## src/bacu_pkg.sv

```systemverilog
// Function
// - compare result in bit zero, rest cleared
// - address equal, unequal, less, greater-or-equal compares
// - address register zero and nonzero tests
// - branch decided by own compare, no flags
// - plain jump loads program counter only
// - jump with link also writes return address
// - call saves caller context to save area
// - return jumps back and restores saved context
// - relative, absolute and register target forms
// - short relative, indirect and return encodings
// - unconditional offsets are doubled before use
// - branch offsets doubled then sign-extended to 32
// - data register compare branches, 15-bit offset
// - implicit register zero or nonzero, 8-bit
// - implicit register against 4-bit signed constant
// - any data register against zero, 4-bit
// - address register compare branches, 15-bit offset
// - short address zero or nonzero branches
// - branch on single bit clear or set
// - not-equal branch then count first operand
// - hardware loop costs cycles first, last only
// - loop offsets: 15-bit signed, 4-bit one-extended
package bacu_pkg;

  // ----------------------------------------------------------------
  // widths and values
  // ----------------------------------------------------------------
  localparam int unsigned XLEN        = 32;
  localparam int unsigned REL24_W     = 24;
  localparam int unsigned REL15_W     = 15;
  localparam int unsigned REL8_W      = 8;
  localparam int unsigned REL4_W      = 4;
  localparam int unsigned CONST_W     = 4;
  localparam logic [31:0] RST_WORD    = 32'h0000_0000;
  localparam logic [31:0] LONG_STEP   = 32'h0000_0004;
  localparam logic [31:0] SHORT_STEP  = 32'h0000_0002;
  localparam logic [31:0] COUNT_STEP  = 32'h0000_0001;
  localparam logic [1:0]  LOOP_BUSY_CYC = 2'h1;
  localparam logic [1:0]  LOOP_FREE_CYC = 2'h0;

  // ----------------------------------------------------------------
  // operations and target forms
  // ----------------------------------------------------------------
  typedef enum logic [5:0] {
    OP_NONE, OP_ADDR_EQUAL_CMP, OP_ADDR_NOTEQUAL_CMP, OP_ADDR_LESS_CMP,
    OP_ADDR_GREATER_EQUAL_CMP, OP_ADDR_IS_ZERO_TEST, OP_ADDR_IS_NONZERO_TEST,
    OP_JUMP, OP_JUMP_LINK, OP_CALL, OP_CALL_RETURN, OP_EXCEPTION_RETURN,
    OP_BRANCH_IF_EQUAL, OP_BRANCH_IF_NOT_EQUAL, OP_BRANCH_IF_LESS_SIGNED,
    OP_BRANCH_IF_LESS_UNSIGNED, OP_BRANCH_IF_GE_SIGNED, OP_BRANCH_IF_GE_UNSIGNED,
    OP_BRANCH_IF_ZERO, OP_BRANCH_IF_NONZERO, OP_BRANCH_IF_NEGATIVE,
    OP_BRANCH_IF_NOT_POSITIVE, OP_BRANCH_IF_POSITIVE, OP_BRANCH_IF_NOT_NEGATIVE,
    OP_BRANCH_IF_ADDR_EQUAL, OP_BRANCH_IF_ADDR_NOT_EQUAL, OP_BRANCH_IF_ADDR_ZERO,
    OP_BRANCH_IF_ADDR_NONZERO, OP_BRANCH_IF_BIT_CLEAR, OP_BRANCH_IF_BIT_SET,
    OP_BRANCH_NE_THEN_INCREMENT, OP_BRANCH_NE_THEN_DECREMENT, OP_LOOP
  } bacu_op_type;

  typedef enum logic [2:0] {
    DF_REL24, DF_ABS24, DF_REG, DF_REL15, DF_REL8, DF_REL4, DF_LOOP4
  } bacu_dfmt_type;

  typedef enum logic [2:0] {
    ST_IDLE = 3'b001,
    ST_SAVE = 3'b010,
    ST_REST = 3'b100
  } bacu_state_type;

  typedef struct packed {
    bacu_op_type   op;
    bacu_dfmt_type dfmt;
    logic          short_insn;
    logic          use_implicit;
    logic          use_const;
    logic [3:0]    const4;
    logic [4:0]    bitpos;
    logic [23:0]   disp;
    logic [31:0]   pc;
    logic [31:0]   opa;
    logic [31:0]   opb;
  } bacu_req_type;

  // doubled field of width w, filled above with fill
  function automatic logic [31:0] bacu_scale_ext(input logic [23:0] f,
                                                 input int unsigned w,
                                                 input logic fill);
    logic [31:0] r;
    r = {32{fill}};
    for (int i = 0; i < 24; i++)
    begin
      if (i < w)
        r[i+1] = f[i];
    end
    r[0] = 1'b0;
    return r;
  endfunction : bacu_scale_ext

endpackage : bacu_pkg

```

## src/bacu_cond.sv

```systemverilog
`timescale 1ns/10ps
module bacu_cond
  import bacu_pkg::*;
(
  input  wire bacu_op_type op_i,
  input  wire logic [31:0] a_i,
  input  wire logic [31:0] b_i,
  input  wire logic [4:0]  bitpos_i,
  output logic             take_o
);
  // ----------------------------------------------------------------
  // boolean outcome, computed fresh for every operation
  // ----------------------------------------------------------------
  logic a_zero;
  assign a_zero = (a_i == RST_WORD);

  // one comparator set serves both compares and branches
  always_comb
  begin
    take_o = 1'b0;
    unique case (op_i)
      OP_ADDR_EQUAL_CMP,
      OP_BRANCH_IF_EQUAL,
      OP_BRANCH_IF_ADDR_EQUAL:       take_o = (a_i == b_i);
      OP_ADDR_NOTEQUAL_CMP,
      OP_BRANCH_IF_NOT_EQUAL,
      OP_BRANCH_IF_ADDR_NOT_EQUAL,
      OP_BRANCH_NE_THEN_INCREMENT,
      OP_BRANCH_NE_THEN_DECREMENT:   take_o = (a_i != b_i);
      OP_ADDR_LESS_CMP,
      OP_BRANCH_IF_LESS_UNSIGNED:    take_o = (a_i < b_i);
      OP_ADDR_GREATER_EQUAL_CMP,
      OP_BRANCH_IF_GE_UNSIGNED:      take_o = (a_i >= b_i);
      OP_BRANCH_IF_LESS_SIGNED:      take_o = ($signed(a_i) < $signed(b_i));
      OP_BRANCH_IF_GE_SIGNED:        take_o = ($signed(a_i) >= $signed(b_i));
      OP_ADDR_IS_ZERO_TEST,
      OP_BRANCH_IF_ZERO,
      OP_BRANCH_IF_ADDR_ZERO:        take_o = a_zero;
      OP_ADDR_IS_NONZERO_TEST,
      OP_BRANCH_IF_NONZERO,
      OP_BRANCH_IF_ADDR_NONZERO,
      OP_LOOP:                       take_o = !a_zero;
      OP_BRANCH_IF_NEGATIVE:         take_o = a_i[31];
      OP_BRANCH_IF_NOT_POSITIVE:     take_o = a_i[31] || a_zero;
      OP_BRANCH_IF_POSITIVE:         take_o = !a_i[31] && !a_zero;
      OP_BRANCH_IF_NOT_NEGATIVE:     take_o = !a_i[31];
      OP_BRANCH_IF_BIT_CLEAR:        take_o = !a_i[bitpos_i];
      OP_BRANCH_IF_BIT_SET:          take_o = a_i[bitpos_i];
      default:                       take_o = 1'b0;
    endcase
  end

endmodule : bacu_cond

```

## src/bacu_target.sv

```systemverilog
`timescale 1ns/10ps
module bacu_target
  import bacu_pkg::*;
(
  input  wire bacu_dfmt_type dfmt_i,
  input  wire logic [31:0]   pc_i,
  input  wire logic [23:0]   disp_i,
  input  wire logic [31:0]   opa_i,
  output logic [31:0]        target_o
);
  // ----------------------------------------------------------------
  // target address forming
  // ----------------------------------------------------------------
  // offsets are doubled, and bit zero is cleared for absolute and register targets; relative targets keep bit zero of pc
  always_comb
  begin
    target_o = RST_WORD;
    unique case (dfmt_i)
      DF_REL24: target_o = pc_i + bacu_scale_ext(disp_i, REL24_W, disp_i[23]);
      DF_ABS24: target_o = {7'h00, disp_i, 1'b0};
      DF_REG:   target_o = {opa_i[31:1], 1'b0};
      DF_REL15: target_o = pc_i + bacu_scale_ext(disp_i, REL15_W, disp_i[14]);
      DF_REL8:  target_o = pc_i + bacu_scale_ext(disp_i, REL8_W, disp_i[7]);
      DF_REL4:  target_o = pc_i + bacu_scale_ext(disp_i, REL4_W, disp_i[3]);
      DF_LOOP4: target_o = pc_i + bacu_scale_ext(disp_i, REL4_W, 1'b1);
      default:  target_o = RST_WORD;
    endcase
  end

endmodule : bacu_target

```

## src/bacu_unit.sv

```systemverilog
`timescale 1ns/10ps
module bacu_unit
  import bacu_pkg::*;
(
  input  wire logic         sys_clk_i,
  input  wire logic         nrst_i,
  input  wire logic         ce_i,
  input  wire logic         req_valid_i,
  input  wire bacu_req_type req_i,
  input  wire logic [31:0]  implicit_data_register_i,
  input  wire logic [31:0]  return_address_register_i,
  input  wire logic         ctx_done_i,
  output logic              req_ready_o,
  output logic              busy_o,
  output logic              data_wr_o,
  output logic [31:0]       data_val_o,
  output logic              addr_wr_o,
  output logic [31:0]       addr_val_o,
  output logic              link_wr_o,
  output logic [31:0]       link_val_o,
  output logic              redirect_o,
  output logic [31:0]       redirect_pc_o,
  output logic              ctx_save_req_o,
  output logic              ctx_restore_req_o,
  output logic              ctx_exception_o,
  output logic              done_o,
  output logic [1:0]        loop_cycles_o
);

  // ----------------------------------------------------------------
  // declarations
  // ----------------------------------------------------------------
  bacu_state_type state_reg;
  bacu_state_type state_next;
  logic        accept;
  logic [31:0] opa_sel;
  logic [31:0] opb_sel;
  logic        take;
  logic [31:0] target;
  logic [31:0] next_pc;
  logic        is_cmp;
  logic        is_branch;
  logic        is_count;
  logic        is_jump;
  logic        is_link;
  logic        is_call;
  logic        is_ret;
  logic        is_loop;
  logic        data_wr_reg;
  logic [31:0] data_val_reg;
  logic        addr_wr_reg;
  logic [31:0] addr_val_reg;
  logic        link_wr_reg;
  logic [31:0] link_val_reg;
  logic        redirect_reg;
  logic [31:0] redirect_pc_reg;
  logic        save_req_reg;
  logic        restore_req_reg;
  logic        exc_reg;
  logic        done_reg;
  logic [1:0]  loop_cyc_reg;
  logic [31:0] held_target_reg;
  logic [31:0] held_link_reg;
  logic        loop_armed_reg;
  logic [31:0] loop_pc_reg;
  logic        loop_repeat;
  logic        ctx_finish;

  // ----------------------------------------------------------------
  // request acceptance
  // ----------------------------------------------------------------
  // only one context transfer in flight; new work waits for it
  assign req_ready_o = (state_reg == ST_IDLE);
  assign busy_o      = !req_ready_o;
  assign accept      = ce_i && req_valid_i && req_ready_o;
  assign ctx_finish  = ce_i && ctx_done_i && !req_ready_o;

  // ----------------------------------------------------------------
  // operand selection
  // ----------------------------------------------------------------
  // short forms name the implicit data register without a field
  assign opa_sel = req_i.use_implicit ? implicit_data_register_i : req_i.opa;

  // short constant compare takes a sign-extended nibble
  assign opb_sel = req_i.use_const ?
                   {{(XLEN-CONST_W){req_i.const4[3]}}, req_i.const4} :
                   req_i.opb;

  // address of the instruction after this one
  assign next_pc = req_i.pc + (req_i.short_insn ? SHORT_STEP : LONG_STEP);

  // ----------------------------------------------------------------
  // operation classes
  // ----------------------------------------------------------------
  always_comb
  begin
    is_cmp    = 1'b0;
    is_branch = 1'b0;
    is_count  = 1'b0;
    is_jump   = 1'b0;
    is_link   = 1'b0;
    is_call   = 1'b0;
    is_ret    = 1'b0;
    is_loop   = 1'b0;
    unique case (req_i.op)
      OP_ADDR_EQUAL_CMP,
      OP_ADDR_NOTEQUAL_CMP,
      OP_ADDR_LESS_CMP,
      OP_ADDR_GREATER_EQUAL_CMP,
      OP_ADDR_IS_ZERO_TEST,
      OP_ADDR_IS_NONZERO_TEST:
        is_cmp = 1'b1;
      OP_JUMP:
        is_jump = 1'b1;
      OP_JUMP_LINK:
        is_link = 1'b1;
      OP_CALL:
        is_call = 1'b1;
      OP_CALL_RETURN,
      OP_EXCEPTION_RETURN:
        is_ret = 1'b1;
      OP_BRANCH_NE_THEN_INCREMENT,
      OP_BRANCH_NE_THEN_DECREMENT:
        is_count = 1'b1;
      OP_LOOP:
        is_loop = 1'b1;
      OP_NONE:
        is_cmp = 1'b0;
      default:
        is_branch = 1'b1;
    endcase
  end

  // ----------------------------------------------------------------
  // condition and target datapaths
  // ----------------------------------------------------------------
  bacu_cond u_cond (
    .op_i     (req_i.op),
    .a_i      (opa_sel),
    .b_i      (opb_sel),
    .bitpos_i (req_i.bitpos),
    .take_o   (take)
  );

  bacu_target u_target (
    .dfmt_i   (req_i.dfmt),
    .pc_i     (req_i.pc),
    .disp_i   (req_i.disp),
    .opa_i    (opa_sel),
    .target_o (target)
  );

  // ----------------------------------------------------------------
  // context transfer sequencing
  // ----------------------------------------------------------------
  always_comb
  begin
    state_next = state_reg;
    unique case (state_reg)
      ST_IDLE:
      begin
        if (accept && is_call)
          state_next = ST_SAVE;
        else if (accept && is_ret)
          state_next = ST_REST;
      end
      ST_SAVE,
      ST_REST:
      begin
        if (ctx_done_i)
          state_next = ST_IDLE;
      end
      default:
        state_next = ST_IDLE;
    endcase
  end

  always_ff @(posedge sys_clk_i)
  begin
    if (!nrst_i)
      state_reg <= ST_IDLE;
    else if (ce_i)
      state_reg <= state_next;
  end

  // ----------------------------------------------------------------
  // held jump data across a context transfer
  // ----------------------------------------------------------------
  // return target is the link value as it stood at the request
  always_ff @(posedge sys_clk_i)
  begin
    if (!nrst_i)
    begin
      held_target_reg <= RST_WORD;
      held_link_reg   <= RST_WORD;
      exc_reg         <= 1'b0;
    end
    else if (accept && (is_call || is_ret))
    begin
      held_target_reg <= is_ret ? {return_address_register_i[31:1], 1'b0} : target;
      held_link_reg   <= next_pc;
      exc_reg         <= (req_i.op == OP_EXCEPTION_RETURN);
    end
  end

  // ----------------------------------------------------------------
  // context request strobes
  // ----------------------------------------------------------------
  always_ff @(posedge sys_clk_i)
  begin
    if (!nrst_i)
    begin
      save_req_reg    <= 1'b0;
      restore_req_reg <= 1'b0;
    end
    else if (ce_i)
    begin
      save_req_reg    <= accept && is_call;
      restore_req_reg <= accept && is_ret;
    end
  end

  // ----------------------------------------------------------------
  // data register write-back
  // ----------------------------------------------------------------
  // compare results fill bit zero only; counters write the new count
  always_ff @(posedge sys_clk_i)
  begin
    if (!nrst_i)
    begin
      data_wr_reg  <= 1'b0;
      data_val_reg <= RST_WORD;
    end
    else if (ce_i)
    begin
      data_wr_reg <= accept && (is_cmp || is_count);
      if (accept && is_cmp)
        data_val_reg <= {31'h0000_0000, take};
      else if (accept && req_i.op == OP_BRANCH_NE_THEN_INCREMENT)
        data_val_reg <= opa_sel + COUNT_STEP;
      else if (accept && req_i.op == OP_BRANCH_NE_THEN_DECREMENT)
        data_val_reg <= opa_sel - COUNT_STEP;
    end
  end

  // ----------------------------------------------------------------
  // loop count write-back
  // ----------------------------------------------------------------
  // the count is not touched on the final pass, so it ends at zero
  always_ff @(posedge sys_clk_i)
  begin
    if (!nrst_i)
    begin
      addr_wr_reg  <= 1'b0;
      addr_val_reg <= RST_WORD;
    end
    else if (ce_i)
    begin
      addr_wr_reg <= accept && is_loop && take;
      if (accept && is_loop && take)
        addr_val_reg <= opa_sel - COUNT_STEP;
    end
  end

  // ----------------------------------------------------------------
  // return address write
  // ----------------------------------------------------------------
  // a call writes the link only once its context is safely stored
  always_ff @(posedge sys_clk_i)
  begin
    if (!nrst_i)
    begin
      link_wr_reg  <= 1'b0;
      link_val_reg <= RST_WORD;
    end
    else if (ce_i)
    begin
      link_wr_reg <= (accept && is_link) || (ctx_finish && state_reg == ST_SAVE);
      if (accept && is_link)
        link_val_reg <= next_pc;
      else if (ctx_finish && state_reg == ST_SAVE)
        link_val_reg <= held_link_reg;
    end
  end

  // ----------------------------------------------------------------
  // program counter redirect
  // ----------------------------------------------------------------
  always_ff @(posedge sys_clk_i)
  begin
    if (!nrst_i)
    begin
      redirect_reg    <= 1'b0;
      redirect_pc_reg <= RST_WORD;
    end
    else if (ce_i)
    begin
      if (accept && (is_jump || is_link))
      begin
        redirect_reg    <= 1'b1;
        redirect_pc_reg <= target;
      end
      else if (accept && (is_branch || is_count || is_loop))
      begin
        redirect_reg    <= take;
        redirect_pc_reg <= take ? target : next_pc;
      end
      else if (ctx_finish)
      begin
        redirect_reg    <= 1'b1;
        redirect_pc_reg <= held_target_reg;
      end
      else
        redirect_reg <= 1'b0;
    end
  end

  // ----------------------------------------------------------------
  // completion strobe
  // ----------------------------------------------------------------
  always_ff @(posedge sys_clk_i)
  begin
    if (!nrst_i)
      done_reg <= 1'b0;
    else if (ce_i)
      done_reg <= (accept && !is_call && !is_ret) || ctx_finish;
  end

  // ----------------------------------------------------------------
  // zero-overhead loop tracker
  // ----------------------------------------------------------------
  // one loop is remembered; a nested loop at another address rearms
  // the tracker, so only the innermost loop runs for free
  assign loop_repeat = loop_armed_reg && (loop_pc_reg == req_i.pc);

  always_ff @(posedge sys_clk_i)
  begin
    if (!nrst_i)
    begin
      loop_armed_reg <= 1'b0;
      loop_pc_reg    <= RST_WORD;
    end
    else if (accept && is_loop)
    begin
      loop_armed_reg <= take;
      loop_pc_reg    <= req_i.pc;
    end
  end

  // first and final passes cost a cycle, middle passes none
  always_ff @(posedge sys_clk_i)
  begin
    if (!nrst_i)
      loop_cyc_reg <= LOOP_FREE_CYC;
    else if (ce_i)
    begin
      if (accept && is_loop)
        loop_cyc_reg <= (loop_repeat && take) ? LOOP_FREE_CYC : LOOP_BUSY_CYC;
      else
        loop_cyc_reg <= LOOP_FREE_CYC;
    end
  end

  // ----------------------------------------------------------------
  // outputs
  // ----------------------------------------------------------------
  assign data_wr_o         = data_wr_reg;
  assign data_val_o        = data_val_reg;
  assign addr_wr_o         = addr_wr_reg;
  assign addr_val_o        = addr_val_reg;
  assign link_wr_o         = link_wr_reg;
  assign link_val_o        = link_val_reg;
  assign redirect_o        = redirect_reg;
  assign redirect_pc_o     = redirect_pc_reg;
  assign ctx_save_req_o    = save_req_reg;
  assign ctx_restore_req_o = restore_req_reg;
  assign ctx_exception_o   = exc_reg;
  assign done_o            = done_reg;
  assign loop_cycles_o     = loop_cyc_reg;

endmodule : bacu_unit

```

## config.mk

```make
export PLATFORM = sky130hd
export DESIGN_NAME = bacu_unit
export DESIGN_NICKNAME = d
export VERILOG_FILES = /design/src/bacu_pkg.sv /design/src/bacu_cond.sv /design/src/bacu_target.sv /design/src/bacu_unit.sv
export SDC_FILE = /design/constraint.sdc
export NUM_CORES = 1
export LEC_CHECK = 0
export ABC_AREA = 1
export BUFFER_PORTS_ARGS = -buffer_cell sky130_fd_sc_hd__buf_2
export CORE_AREA = 2 2 180 182
export CTS_CLUSTER_DIAMETER = 60
export CTS_CLUSTER_SIZE = 25
export DETAILED_ROUTE_END_ITERATION = 6
export DIE_AREA = 0 0 182 184
export PLACE_DENSITY = 0.81
export SKIP_CTS_REPAIR_TIMING = 1
export SYNTH_ARGS = -nofsm -noshare
export SYNTH_HDL_FRONTEND = slang
export SYNTH_SLANG_ARGS = --single-unit
```

## constraint.sdc

```tcl
create_clock -name sys_clk_i -period 3.9 [get_ports sys_clk_i]
set_clock_uncertainty 0.1 [all_clocks]
set_input_delay 0.39 -clock sys_clk_i [delete_from_list [all_inputs] [get_ports sys_clk_i]]
set_output_delay 0.39 -clock sys_clk_i [all_outputs]
set_load 0.01 [all_outputs]
```

==> flow_results.xml <==
<?xml version="1.0" encoding="UTF-8"?>
<metrics>
  <group name="pwr">
    <metric name="share_clk_of_total_power" unit="%">33.1</metric>
    <metric name="power.leakage" unit="nW">10.6</metric>
    <metric name="pwr-share-seq" unit="%">35.8</metric>
    <metric name="p_int" unit="mW">4.33</metric>
    <metric name="power.share.combinational" unit="%">31.1</metric>
    <metric name="power.density_cell_area" unit="nW/µm²">324</metric>
    <metric name="switching_share" unit="%">37.4</metric>
    <metric name="net-switching-power" unit="mW">2.59</metric>
    <metric name="vdd_ir_drop_max" unit="µV">293</metric>
  </group>
  <group name="grt">
    <metric name="global_route.usage.total" unit="%">44.2</metric>
    <metric name="grt_max_degree" unit="">109</metric>
    <metric name="number_of_antenna_violations_at_the_first_check_in_global_routing" unit="">0</metric>
    <metric name="grt_total_ovfl" unit="">0</metric>
    <metric name="grt_first_pass_wirelength" unit="µm">114000</metric>
    <metric name="first_global_vias" unit="">20400</metric>
  </group>
  <group name="synth">
    <metric name="post_synthesis_cell_count" unit="">2892</metric>
    <metric name="synth_flop_cell" unit="">dfxtp_1</metric>
    <metric name="post-synth-top-area-cell" unit="">dfxtp_1</metric>
    <metric name="yosysTopAreaCellShare" unit="%">26.8</metric>
    <metric name="average_cell_area_after_synthesis" unit="µm²">6.13</metric>
    <metric name="yosysSeqAreaShare" unit="%">26.8</metric>
    <metric name="synth_top_cells_by_area" unit="">dfxtp_1 (27%), nand2_1 (15%), a21oi_1 (8.8%)</metric>
    <metric name="synth.cell_area" unit="µm²">17700</metric>
    <metric name="ys_types" unit="">57</metric>
    <metric name="synth.net_count" unit="">3175</metric>
    <metric name="yosys_warnings" unit="">0</metric>
    <metric name="synth_seq_cells" unit="">237</metric>
    <metric name="synth_enable_flop_cells" unit="">0</metric>
    <metric name="postSynth.asyncResetShare" unit="%">0</metric>
  </group>
  <group name="min_path">
    <metric name="min-delay-path-class" unit="">primary input to flop</metric>
    <metric name="hold_start" unit="">return_address_register_i[3]</metric>
  </group>
  <group name="clock_network">
    <metric name="cts_max_level" unit="">1</metric>
    <metric name="numCtsBuffers" unit="">20</metric>
    <metric name="clock_insertion_delay_worst_skew" unit="ns">0.55</metric>
    <metric name="clock-root-buffer" unit="">clkbuf_16</metric>
    <metric name="worst_setup_hold_path_clk_slew" unit="ns">0.09</metric>
    <metric name="cts_tree" unit="">built</metric>
    <metric name="clock_sink_count" unit="">237</metric>
    <metric name="clockBufferDepth" unit="">3</metric>
  </group>
  <group name="critical_path">
    <metric name="timing_worst_setup_path_type" unit="">primary input to flop</metric>
    <metric name="critPathLaunch" unit="">req_i[132]</metric>
    <metric name="path_max_fanout" unit="">5</metric>
    <metric name="critical_path.reg2reg.startpoint" unit="">state_reg[2]</metric>
    <metric name="timing.critical_path.required" unit="ns">4.22</metric>
    <metric name="critical_path.endpoint_type" unit="">flop</metric>
    <metric name="setup.worst_path.start_class" unit="">primary input</metric>
    <metric name="worstPathArrival" unit="ns">3.85</metric>
  </group>
  <group name="sta">
    <metric name="achievable-frequency" unit="GHz">0.283</metric>
    <metric name="timing.final.max_slew_violations" unit="">0</metric>
    <metric name="tightest_slew" unit="ns">1.23</metric>
    <metric name="final_report_hold_violation_count" unit="">0</metric>
    <metric name="max-slew-margin-rel" unit="%">17.9</metric>
    <metric name="period_minus_slack" unit="ns">3.53</metric>
    <metric name="finalSetupViolations" unit="">0</metric>
    <metric name="worst_hold_slack" unit="ns">0.0140</metric>
    <metric name="post_route_fraction_of_the_period_consumed_by_the_critical_path" unit="%">90.6</metric>
    <metric name="rsz0062_at_grt" unit="">false</metric>
  </group>
  <group name="floorplan">
    <metric name="die_width" unit="µm">182</metric>
    <metric name="fp.dieArea" unit="µm²">33500</metric>
    <metric name="die_h" unit="µm">184</metric>
    <metric name="core_area" unit="µm²">31400</metric>
    <metric name="initial_core_utilization" unit="%">56.4</metric>
    <metric name="i_o_pin_count" unit="">350</metric>
    <metric name="fp-row-count" unit="">65</metric>
  </group>
  <group name="layout">
    <metric name="syn2layout_area_growth" unit="%">20.5</metric>
    <metric name="layout_commonest_cell" unit="">nand2_1</metric>
    <metric name="mostFrequentLayoutCells" unit="">nand2_1 (694), buf_2 (346), inv_1 (345)</metric>
    <metric name="layoutNonFillerInstCount" unit="">3698</metric>
    <metric name="nNetsFinal" unit="">3565</metric>
    <metric name="antennaDiodeCount" unit="">0</metric>
    <metric name="proportion_of_layout_cells_with_a_drive_suffix_above_1" unit="%">18.9</metric>
  </group>
  <group name="place">
    <metric name="placedCellCount" unit="">3662</metric>
    <metric name="hpwl_detailed" unit="µm">60400</metric>
    <metric name="routabilityCongestion" unit="">1.10</metric>
    <metric name="placement.io_buffers" unit="">347</metric>
  </group>
  <group name="routing">
    <metric name="number_of_vias_per_cell" unit="">5.91</metric>
    <metric name="per_cell_routed_wire_length" unit="µm">20.8</metric>
    <metric name="drt_drc" unit="">0</metric>
    <metric name="dr.first_iter.drc_count" unit="">2685</metric>
    <metric name="totalWireLength" unit="µm">76800</metric>
    <metric name="final_antenna_net_count" unit="">0</metric>
    <metric name="via_count" unit="">21900</metric>
    <metric name="drtPass1Iterations" unit="">6</metric>
  </group>
  <group name="outcome">
    <metric name="outcome" unit="">finished, final reports clean</metric>
  </group>
  <group name="run">
    <metric name="drv.max_cap_violation_count" unit="">0</metric>
  </group>
</metrics>
layer usage:
layer  global-route usage [%]  vias to the layer above  part of all wire (%)
met4                     35.6                        0                   9.2
met5                        0                        -                     0
met1                     52.4                     9802                    37
met3                     8.34                      304                    11
met2                     70.4                     1476                    43
li1                         -                    10300                     -
power groups by stage:
stage / registers, mW / logic, mW / clock network [mW]
2_1_floorplan: 2.54 / 1.11 / 0
3_3_place_gp: 2.53 / 2.03 / 0
3_5_place_dp: 2.53 / 2.06 / 0
4_1_cts: 2.47 / 2.07 / 2.28
5_1_grt: 2.48 / 2.29 / 2.38
6_report: 2.48 / 2.15 / 2.29
path summary, 6_finish.rpt:
kind              slack (ns)            endpoint  cells after the start
setup reg to reg        0.67   redirect_pc_o[27]                     11
hold / removal          0.01  held_target_reg[3]                      3
setup / recovery        0.37   redirect_pc_o[26]                     23
hold reg to reg         0.36      link_val_o[16]                      2
worst max-delay path: stages:
cell      delay (ns)
buf_2           0.14
inv_1           0.08
nor3_1          0.29
inv_1           0.08
nand2_1         0.10
nand3_1         0.10
o21ai_0         0.24
inv_1           0.19
ha_1            0.36
nand2_1         0.12
nor2_1          0.16
buf_4           0.16
nand2_1         0.07
nor4_1          0.21
nand2_1         0.08
o211ai_1        0.24
a21oi_1         0.11
o21ai_0         0.09
o21ai_0         0.24
nand2_1         0.15
nand3_1         0.10
nand2_1         0.09
inv_1           0.03
stage by stage:
step | util (%) | area (µm²) | TNS (ns) | setup slack (ns) | power, mW
floorplan | - | 17700 | 0 | 0.644 | 3.65
global placement | 65.6 | 20600 | 0 | 0.109 | 4.56
detailed placement | 65.6 | 20600 | -0.0404 | -0.0404 | 4.59
CTS | 68.0 | 21300 | 0 | 0.525 | 6.83
global route | 68.0 | 21300 | 0 | 0.0501 | 7.16
finish | 68.0 | 21300 | 0 | 0.369 | 6.92
area by class of cell:
class	instances	area, µm²
Multi-Input combinational cell	2157	11000
Clock buffer	22	528
Fill cell	2813	10000
Timing Repair Buffer	505	3010
Sequential cell	237	4740
Tap cell	402	503
Inverter	361	1360
Clock inverter	14	219
cell usage after synthesis (all sizes together) (20+ instances only):
master	count
ha	71
a21oi	311
xor2	62
nor2	278
o21ai	284
inv	353
nand3	182
clkbuf	104
nand4	38
nor4	20
o211ai	27
dfxtp	237
nor3	43
buf	33
nand2	719
cells by family (layout without fill, tap and decap cells):
group,after synthesis,count (layout),synth area share (%)
fa+ha+maj,73,73,5.24
mux,2,2,0.113
other cells,1,1,0.0212
compound gates,699,699,21.4
buf+inv,498,902,11.4
flops,237,237,26.8
xor+xnor,79,79,3.91
simple gates,1303,1303,31.2
Note: power is estimated with default switching activity, not from simulation.
